### src/verilog/rtcaw_consts.svh
`ifndef RTCAW_CONSTS_SVH
`define RTCAW_CONSTS_SVH

// ==========================================================
// register offsets
`define RTCAW_OFS_FLAGS 4'h0
`define RTCAW_OFS_ALM_SEC 4'h2
`define RTCAW_OFS_ALM_MIN 4'h3
`define RTCAW_OFS_ALM_HOUR 4'h4
`define RTCAW_OFS_ALM_DATE 4'h5
`define RTCAW_OFS_IRQ 4'h6
`define RTCAW_OFS_WDOG 4'h7
`define RTCAW_OFS_TRIM 4'h8

// ==========================================================
// field positions
`define RTCAW_FLG_WDF 7
`define RTCAW_FLG_AF 6
`define RTCAW_FLG_PF 5
`define RTCAW_FLG_CAL 2
`define RTCAW_FLG_WEN 1
`define RTCAW_FLG_RD 0
`define RTCAW_IRQ_WIE 7
`define RTCAW_IRQ_AIE 6
`define RTCAW_IRQ_PFE 5
`define RTCAW_IRQ_SQUARE_OUTPUT_ENABLE 4
`define RTCAW_IRQ_HL 3
`define RTCAW_IRQ_PL 2
`define RTCAW_WD_KICK 7
`define RTCAW_WD_LOCK 6
`define RTCAW_TRIM_SIGN 5
`define RTCAW_ALM_MATCH 7

// ==========================================================
// reset values
`define RTCAW_RST_IRQ 8'h08
`define RTCAW_RST_WDOG 6'h00
`define RTCAW_RST_TRIM 8'h00
`define RTCAW_RST_ALM 8'h00

// ==========================================================
// timing
`define RTCAW_CORE_HZ 50000000
`define RTCAW_OSC_HZ 32768
`define RTCAW_SEC_TICKS 32768
`define RTCAW_CAL_SHORT 128
`define RTCAW_CAL_LONG 256
`define RTCAW_SEC_PER_MIN 60
`define RTCAW_PULSE_MS 200

`endif

### src/verilog/rtcaw_pkg.sv
package rtcaw_pkg;

// ==========================================================
// complete state of the core
typedef struct packed {
    logic [25:0] acc;
    logic osc_tick;
    logic sq32;
    logic [14:0] div;
    logic [16:0] pre;
    logic [5:0] sec_in_min;
    logic [5:0] min_idx;
    logic sec_tick;
    logic watchdog_expired_flag;
    logic af;
    logic pf;
    logic cal;
    logic wen;
    logic rdb;
    logic [3:0][7:0] alm_stage;
    logic [3:0][7:0] alm_act;
    logic alm_prev;
    logic [7:0] irq_ctl;
    logic wd_lock;
    logic [5:0] wd_timeout;
    logic [5:0] wd_cnt;
    logic [7:0] trim;
    logic bk_s1;
    logic bk_s2;
    logic sd_s1;
    logic sd_s2;
    logic sd_prev;
    logic irq_prev;
    logic [12:0] pulse_cnt;
    logic [7:0] rdata;
    logic int_out;
    logic int_oe;
} rtcaw_state_t;

endpackage

### src/verilog/rtcaw_core.sv
`timescale 1ns/1ns
`include "rtcaw_consts.svh"

module rtcaw_core
    import rtcaw_pkg::*;
#(
    parameter int CORE_HZ = `RTCAW_CORE_HZ,
    parameter int OSC_HZ = `RTCAW_OSC_HZ,
    parameter int PULSE_TICKS = `RTCAW_PULSE_MS * `RTCAW_OSC_HZ / 1000
)(
    input logic core_clk,
    input logic rst_n,
    input logic [3:0] reg_addr,
    input logic [7:0] reg_wdata,
    input logic reg_wr,
    input logic reg_rd,
    output logic [7:0] reg_rdata,
    input logic [7:0] time_sec,
    input logic [7:0] time_min,
    input logic [7:0] time_hour,
    input logic [7:0] time_date,
    input logic on_backup,
    input logic supply_drop,
    output logic sec_tick,
    output logic int_out,
    output logic int_oe
);

// ==========================================================
// alarm field compare
localparam logic [3:0][6:0] FIELD_MASK = {7'h3f, 7'h3f, 7'h7f, 7'h7f};
localparam logic [16:0] SEC_LAST = 17'(`RTCAW_SEC_TICKS - 1);
localparam logic [16:0] SEC_SHORT =
    17'(`RTCAW_SEC_TICKS - `RTCAW_CAL_SHORT - 1);
localparam logic [16:0] SEC_LONG =
    17'(`RTCAW_SEC_TICKS + `RTCAW_CAL_LONG - 1);

rtcaw_state_t st_reg;
rtcaw_state_t st_next;
logic [3:0] alm_hit;
logic [3:0][6:0] now_val;

assign now_val = {time_date[6:0], time_hour[6:0], time_min[6:0],
                  time_sec[6:0]};

genvar gi;
generate
    for (gi = 0; gi < 4; gi++)
    begin : g_alm
        // a set match bit drops the field from the compare
        assign alm_hit[gi] = st_reg.alm_act[gi][`RTCAW_ALM_MATCH] |
            ((st_reg.alm_act[gi][6:0] & FIELD_MASK[gi]) ==
             (now_val[gi] & FIELD_MASK[gi]));
    end
endgenerate

// ==========================================================
// next state
always_comb
begin
    logic [26:0] acc_sum;
    logic [16:0] sec_last;
    logic wd_tick;
    logic flags_rd;
    logic irq_cond;
    logic lvl;
    logic wave;
    logic [1:0] aidx;
    acc_sum = 27'h0;
    sec_last = SEC_LAST;
    wd_tick = 1'b0;
    flags_rd = 1'b0;
    irq_cond = 1'b0;
    lvl = 1'b0;
    wave = 1'b0;
    aidx = 2'(reg_addr - `RTCAW_OFS_ALM_SEC);
    st_next = st_reg;
    st_next.osc_tick = 1'b0;
    st_next.sec_tick = 1'b0;

    // pin synchronisers
    st_next.bk_s1 = on_backup;
    st_next.bk_s2 = st_reg.bk_s1;
    st_next.sd_s1 = supply_drop;
    st_next.sd_s2 = st_reg.sd_s1;
    st_next.sd_prev = st_reg.sd_s2;

    // oscillator tick from core clock by phase accumulation
    acc_sum = {1'b0, st_reg.acc} + 27'(OSC_HZ);
    if (acc_sum >= 27'(CORE_HZ))
    begin
        st_next.acc = 26'(acc_sum - 27'(CORE_HZ));
        st_next.osc_tick = 1'b1;
    end
    else
    begin
        st_next.acc = acc_sum[25:0];
    end
    st_next.sq32 = st_reg.acc >= 26'(CORE_HZ / 2);

    // calibrated second divider
    if (st_reg.min_idx < {st_reg.trim[4:0], 1'b0} &&
        st_reg.sec_in_min == 6'h00)
    begin
        sec_last = st_reg.trim[`RTCAW_TRIM_SIGN] ? SEC_LONG
                                                  : SEC_SHORT;
    end
    if (st_reg.osc_tick)
    begin
        st_next.div = st_reg.div + 15'h1;
        if (st_reg.pre >= sec_last)
        begin
            st_next.pre = 17'h0;
            st_next.sec_tick = 1'b1;
            if (st_reg.sec_in_min == 6'(`RTCAW_SEC_PER_MIN - 1))
            begin
                st_next.sec_in_min = 6'h00;
                st_next.min_idx = st_reg.min_idx + 6'h1;
            end
            else
            begin
                st_next.sec_in_min = st_reg.sec_in_min + 6'h1;
            end
        end
        else
        begin
            st_next.pre = st_reg.pre + 17'h1;
        end
    end
    wd_tick = st_reg.osc_tick && st_reg.div[9:0] == 10'h3ff;

    // register reads
    flags_rd = reg_rd && reg_addr == `RTCAW_OFS_FLAGS;
    if (reg_rd)
    begin
        case (reg_addr)
            `RTCAW_OFS_FLAGS: st_next.rdata = {st_reg.watchdog_expired_flag, st_reg.af,
                st_reg.pf, 2'b00, st_reg.cal, st_reg.wen, st_reg.rdb};
            `RTCAW_OFS_ALM_SEC, `RTCAW_OFS_ALM_MIN, `RTCAW_OFS_ALM_HOUR,
            `RTCAW_OFS_ALM_DATE: st_next.rdata = st_reg.alm_stage[aidx];
            `RTCAW_OFS_IRQ: st_next.rdata = st_reg.irq_ctl;
            `RTCAW_OFS_WDOG: st_next.rdata = {1'b0, st_reg.wd_lock,
                st_reg.wd_timeout};
            `RTCAW_OFS_TRIM: st_next.rdata = {st_reg.trim[7], 1'b0,
                st_reg.trim[5:0]};
            default: st_next.rdata = 8'h00;
        endcase
    end
    if (flags_rd)
    begin
        st_next.watchdog_expired_flag = 1'b0;
        st_next.af = 1'b0;
        st_next.pf = 1'b0;
    end

    // register writes
    if (reg_wr)
    begin
        case (reg_addr)
            `RTCAW_OFS_FLAGS:
            begin
                st_next.wen = reg_wdata[`RTCAW_FLG_WEN];
                st_next.rdb = reg_wdata[`RTCAW_FLG_RD];
                if (st_reg.wen)
                begin
                    st_next.cal = reg_wdata[`RTCAW_FLG_CAL];
                    if (!reg_wdata[`RTCAW_FLG_WEN])
                    begin
                        st_next.alm_act = st_reg.alm_stage;
                    end
                end
            end
            `RTCAW_OFS_ALM_SEC, `RTCAW_OFS_ALM_MIN, `RTCAW_OFS_ALM_HOUR,
            `RTCAW_OFS_ALM_DATE:
            begin
                if (st_reg.wen)
                begin
                    st_next.alm_stage[aidx] = reg_wdata;
                end
            end
            `RTCAW_OFS_IRQ: st_next.irq_ctl = reg_wdata;
            `RTCAW_OFS_WDOG:
            begin
                st_next.wd_lock = reg_wdata[`RTCAW_WD_LOCK];
                if (!reg_wdata[`RTCAW_WD_LOCK])
                begin
                    st_next.wd_timeout = reg_wdata[5:0];
                end
            end
            `RTCAW_OFS_TRIM: st_next.trim = {reg_wdata[7], 1'b0,
                reg_wdata[5:0]};
            default: st_next.rdb = st_reg.rdb;
        endcase
    end

    // watchdog down-counter
    if (wd_tick && st_reg.wd_timeout != 6'h00)
    begin
        if (st_reg.wd_cnt == 6'h01)
        begin
            st_next.watchdog_expired_flag = 1'b1;
            st_next.wd_cnt = st_reg.wd_timeout;
        end
        else if (st_reg.wd_cnt == 6'h00)
        begin
            st_next.wd_cnt = st_reg.wd_timeout;
        end
        else
        begin
            st_next.wd_cnt = st_reg.wd_cnt - 6'h1;
        end
    end
    if (reg_wr && reg_addr == `RTCAW_OFS_WDOG &&
        reg_wdata[`RTCAW_WD_KICK])
    begin
        st_next.wd_cnt = st_next.wd_timeout;
    end

    // event flags, set wins over read clear
    st_next.alm_prev = &alm_hit;
    if ((&alm_hit) && !st_reg.alm_prev)
    begin
        st_next.af = 1'b1;
    end
    if (st_reg.sd_s2 && !st_reg.sd_prev)
    begin
        st_next.pf = 1'b1;
    end

    // interrupt condition and pulse stretcher
    irq_cond = !st_reg.bk_s2 &&
        ((st_reg.watchdog_expired_flag && st_reg.irq_ctl[`RTCAW_IRQ_WIE]) ||
         (st_reg.af && st_reg.irq_ctl[`RTCAW_IRQ_AIE]) ||
         (st_reg.pf && st_reg.irq_ctl[`RTCAW_IRQ_PFE]));
    st_next.irq_prev = irq_cond;
    if (flags_rd || st_reg.bk_s2)
    begin
        st_next.pulse_cnt = 13'h0;
    end
    else if (irq_cond && !st_reg.irq_prev)
    begin
        st_next.pulse_cnt = 13'(PULSE_TICKS);
    end
    else if (st_reg.osc_tick && st_reg.pulse_cnt != 13'h0)
    begin
        st_next.pulse_cnt = st_reg.pulse_cnt - 13'h1;
    end
    lvl = st_reg.irq_ctl[`RTCAW_IRQ_PL] ? st_reg.pulse_cnt != 13'h0
                                        : irq_cond;

    // pin source selection and driver mode
    if (st_reg.cal)
    begin
        wave = st_reg.div[5];
    end
    else if (st_reg.irq_ctl[`RTCAW_IRQ_SQUARE_OUTPUT_ENABLE])
    begin
        unique case (st_reg.irq_ctl[1:0])
            2'b00: wave = st_reg.div[14];
            2'b01: wave = st_reg.div[5];
            2'b10: wave = st_reg.div[2];
            2'b11: wave = st_reg.sq32;
        endcase
    end
    else
    begin
        wave = lvl;
    end
    if (st_reg.bk_s2)
    begin
        st_next.int_out = 1'b0;
        st_next.int_oe = 1'b0;
    end
    else if (st_reg.irq_ctl[`RTCAW_IRQ_HL])
    begin
        st_next.int_out = wave;
        st_next.int_oe = 1'b1;
    end
    else
    begin
        st_next.int_out = 1'b0;
        st_next.int_oe = wave;
    end
end

// ==========================================================
// state register
always_ff @(posedge core_clk or negedge rst_n)
begin
    if (!rst_n)
    begin
        st_reg <= '0;
        st_reg.irq_ctl <= `RTCAW_RST_IRQ;
        st_reg.trim <= `RTCAW_RST_TRIM;
        st_reg.wd_timeout <= `RTCAW_RST_WDOG;
        st_reg.wd_cnt <= `RTCAW_RST_WDOG;
        st_reg.alm_stage <= {4{`RTCAW_RST_ALM}};
        st_reg.alm_act <= {4{`RTCAW_RST_ALM}};
    end
    else
    begin
        st_reg <= st_next;
    end
end

assign reg_rdata = st_reg.rdata;
assign sec_tick = st_reg.sec_tick;
assign int_out = st_reg.int_out;
assign int_oe = st_reg.int_oe;

endmodule // rtcaw_core

### config.mk
export PLATFORM = sky130hd
export DESIGN_NAME = rtcaw_core
export DESIGN_NICKNAME = d
export VERILOG_FILES = /design/src/verilog/rtcaw_pkg.sv /design/src/verilog/rtcaw_core.sv
export VERILOG_INCLUDE_DIRS = /design/src /design/src/verilog
export SDC_FILE = /design/constraint.sdc
export NUM_CORES = 1
export LEC_CHECK = 0
export BUFFER_PORTS_ARGS = -buffer_cell sky130_fd_sc_hd__buf_2
export CAP_MARGIN = 15
export CELL_PAD_IN_SITES_DETAIL_PLACEMENT = 1
export CELL_PAD_IN_SITES_GLOBAL_PLACEMENT = 1
export CORE_UTILIZATION = 44
export DETAILED_ROUTE_END_ITERATION = 10
export PLACE_DENSITY_LB_ADDON = 0.05
export SYNTH_ARGS = -nofsm -noshare
export SYNTH_HDL_FRONTEND = slang
export SYNTH_SLANG_ARGS = --single-unit
### constraint.sdc
create_clock -name core_clk -period 2.89 [get_ports core_clk]
set_clock_uncertainty 0.2 [all_clocks]
set_input_delay 0.7225 -clock core_clk [delete_from_list [all_inputs] [get_ports core_clk]]
set_output_delay 0.7225 -clock core_clk [all_outputs]
set_load 0.005 [all_outputs]
==> summary.md <==
* status: finished with violations
* violated checks: setup timing
* combinational power share: 12.7%
* die span in y: 150 um
* Net Sw Frac: 28.5%
* share of cells above drive strength 1: 30.2%
* Synth Area in XOR/XNOR: 8.65%
* number of placement rows: 53
* number of DRC markers after the initial detailed-route iteration: 223
* power consumption: 6.35 mW
* Layout Nets: 1009
* routed len/inst: 19.5 um
* Unique masters post-synth: 78
* Cell Int Power: 4.54 mW
* relative contribution of sequential cells to total power: 49.7%
* Antenna diodes: 0
* ys async rst share: 100%
* Clk Tree Root Cell: sky130_fd_sc_hd__clkbuf_16
* total routed wirelength: 23.9 mm
* required time at the endpoint of the critical path: 3.02 ns
* vias in the first global route: 7389
* worst min-delay path category: input port to async pin
* clock tree from TritonCTS: yes
* relative contribution of the clock network to total power: 37.6%
* Synth Area in Compound Gates: 8.47%
* Clock Pin Slew Worst Setup and Hold Paths: 0.08 ns
* ranking of synthesized cells by area: sky130_fd_sc_hd__dfrtp_1 (50%), sky130_fd_sc_hd__mux2_2 (10%), sky130_fd_sc_hd__xnor2_1 (4.4%), sky130_fd_sc_hd__xor2_1 (3.9%), sky130_fd_sc_hd__nor2_1 (2.7%)
* share of the yosys chip area belonging to registers: 50.1%
* Hold Fails Final Rpt: 0
* H-tree depth: 4
* Mapped Nets: 916
* synthesized instance count: 847
* largest area contributor in the netlist: sky130_fd_sc_hd__dfrtp_1
* effective utilization at floorplan: 45.2%
* crit path launch type: flop
* vias per inst: 5.55
* number of enable-type register cells in the synthesized netlist: 0
* initial antenna violation count: 0
* adder-cell share of the synthesized area: 2.48%
* Simple-Gate Fraction of Synth Area: 14.1%
* fill count: 2273
* Die Footprint: 0.0224 mm^2
* number of buffer cells added on primary ports: 54
* area of all placed cells without fillers: 0.0112 mm^2
* first drt pass iteration count: 4
* slew margin rel.: 52.7%
* largest fanout on the critical path: 6
* leakage dissipation: 5.16 nW
* final worst setup slack: -0.170 ns
* transition time of the tightest slew-check pin: 0.704 ns
* RD Place Congestion: 0.825
* total power divided by cell area: 566 mW/mm^2
* RSZ-0062 raised after global routing: yes
* number of slew-limit violations in the final report: 0
* critical setup path kind: flop to flop
* most frequent cells in the layout: sky130_fd_sc_hd__dfrtp_1 (191), sky130_fd_sc_hd__mux2_2 (87), sky130_fd_sc_hd__nor2_1 (65)
* most frequently used flop master after synthesis: sky130_fd_sc_hd__dfrtp_1
* first-pass GRT wire length: 39.5 mm
* area of the core: 0.0212 mm^2
* net switching component of the power: 1.81 mW
* Final setup viols: 28
* number of standard cells in the layout, taps in and fillers out: 1228
* Arr. time, crit path: 3.19 ns
* Clock Sink Count: 192
* worst vdd rail ir drop: 0.388 mV
* Post-Syn Area: 0.00959 mm^2
* mux cell area share after synthesis: 13.1%
* I/O pin count: 61
* max-cap viol count: 0
* Final min period: 3.06 ns
* via count: 6815
* average instance area after synthesis: 11.3 um^2
* placed cell count: 1191
* Critical Path End Type: flop
* Highest Clock Rate: 327 MHz
* number of remaining DRC errors: 0
* antenna-violating nets left: 0
* HPWL Detailed: 17.4 mm
* main combinational cell family by area after synthesis: simple AND/OR/NAND/NOR gates
* Final Util: 52.8%
* worst skew pair latency: 0.44 ns
* ratio of final minimum period to clock period: 106%
* most common cell after layout, fill and taps aside: sky130_fd_sc_hd__dfrtp_1
* CTS buffer count: 17
* Area growth, synth to finish: 16.9%
* number of flip-flops in the largest register: 178
* total number of yosys warnings: 0
* horizontal die dimension: 150 um
* share of Yosys cell area claimed by the top area cell type: 49.8%
* GR Overflow Total: 0
* largest net degree at the start of global routing: 61
* number of storage elements in the synthesis netlist: 192
* total global routing track utilization: 23.0%
* worst hold margin: 0.0489 ns
* Placed Area: 0.0104 mm^2
* Longest Clk Path Bufs: 2
per-layer routing:
metal	routed length, um	vias up	global-route usage (%)	part of all wire (%)
met3	416	23	3.32	1.7
li1	-	3189	-	-
met4	407	0	7.14	1.7
met2	12100	78	39.1	51
met1	10900	3525	30.1	46
met5	0	-	0	0
layout make-up:
| type | instances | area, um^2 | area share (%) |
|---|---|---|---|
| clock inverters | 14 | 166 | 1.48 |
| inverters | 27 | 104 | 0.926 |
| flip-flops and latches | 192 | 4810 | 42.9 |
| multi-input cells | 593 | 4620 | 41.2 |
| repair buffers | 109 | 734 | 6.55 |
| clock buffers | 18 | 439 | 3.92 |
| well taps | 275 | 344 | 3.07 |
synthesized netlist by cell type (4+ instances only):
cell type                  number
sky130_fd_sc_hd__a211oi_1      13
sky130_fd_sc_hd__a21oi_1       33
sky130_fd_sc_hd__a221oi_1       5
sky130_fd_sc_hd__a31oi_1       11
sky130_fd_sc_hd__and2_1         4
sky130_fd_sc_hd__and3_1         8
sky130_fd_sc_hd__and4_1         5
sky130_fd_sc_hd__buf_2         12
sky130_fd_sc_hd__buf_4         10
sky130_fd_sc_hd__clkbuf_1       8
sky130_fd_sc_hd__dfrtp_1      191
sky130_fd_sc_hd__ha_1          19
sky130_fd_sc_hd__inv_1         25
sky130_fd_sc_hd__mux2_2        87
sky130_fd_sc_hd__mux2i_1        5
sky130_fd_sc_hd__mux4_2         9
sky130_fd_sc_hd__nand2_1       56
sky130_fd_sc_hd__nand2b_1      11
sky130_fd_sc_hd__nand3_1       21
sky130_fd_sc_hd__nand4_1       11
sky130_fd_sc_hd__nor2_1        69
sky130_fd_sc_hd__nor3_1        15
sky130_fd_sc_hd__nor4_1         9
sky130_fd_sc_hd__o21ai_0       24
sky130_fd_sc_hd__o21ai_1        4
sky130_fd_sc_hd__or3_1          7
sky130_fd_sc_hd__xnor2_1       48
sky130_fd_sc_hd__xor2_1        43
cells by family (layout without fill, tap and decap cells):
group / after synthesis / count (layout)
multiplexers: 103 / 103
adder cells (fa/ha/maj): 19 / 19
buffers and inverters: 62 / 168
XOR/XNOR: 93 / 93
flip-flops: 192 / 192
AND/OR/NAND/NOR: 254 / 254
AO/OA/AOI/OAI: 124 / 124
stage by stage:
stage | setup TNS [ns] | setup WS, ns
global placement | -4.03 | -0.290
floorplan | 0 | 0.0122
finish | -2.31 | -0.170
CTS | -2.99 | -0.189
global route | -6.21 | -0.296
detailed placement | -9.40 | -0.478
repair_timing:
action	CTS	global route
hold buffers	0	0
setup buffers	3	1
endpoints found under the setup margin	30	31
gates resized for setup	17	12
pin swaps	19	4
worst paths after layout:
kind                        startpoint      endpoint  slack [ns]  cells past startpoint
max reg2reg                st_reg[132]   st_reg[138]       -0.17                     14
min                              rst_n    st_reg[13]        0.05                      1
min reg2reg                st_next[27]    st_reg[27]        0.16                      0
min in group core_clk      st_next[27]    st_reg[27]        0.16                      0
max in group asynchronous        rst_n  reg_rdata[3]        1.72                      2
max                        st_reg[132]   st_reg[138]       -0.17                     14
critical path: stages (launching register included):
cell	delay (ns)
sky130_fd_sc_hd__dfrtp_1	0.39
sky130_fd_sc_hd__ha_1	0.30
sky130_fd_sc_hd__a21o_1	0.19
sky130_fd_sc_hd__a21oi_2	0.17
sky130_fd_sc_hd__nor2_2	0.05
sky130_fd_sc_hd__nor3_2	0.15
sky130_fd_sc_hd__ha_1	0.26
sky130_fd_sc_hd__nand4_1	0.16
sky130_fd_sc_hd__a211oi_2	0.05
sky130_fd_sc_hd__o21a_1	0.18
sky130_fd_sc_hd__nand2b_4	0.15
sky130_fd_sc_hd__o21ai_4	0.26
sky130_fd_sc_hd__inv_2	0.07
sky130_fd_sc_hd__nand2_2	0.08
sky130_fd_sc_hd__mux2_4	0.30
power groups by stage:
stage               clock network [mW]  registers, mW  logic, mW
floorplan                            0           3.12      0.491
global placement                     0           3.19      0.753
finish                            2.39           3.16      0.804
global route                      2.55           3.19      0.887
detailed placement                   0           3.21      0.787
CTS                               2.47           3.16      0.808
(Power assumes the default switching activity.)
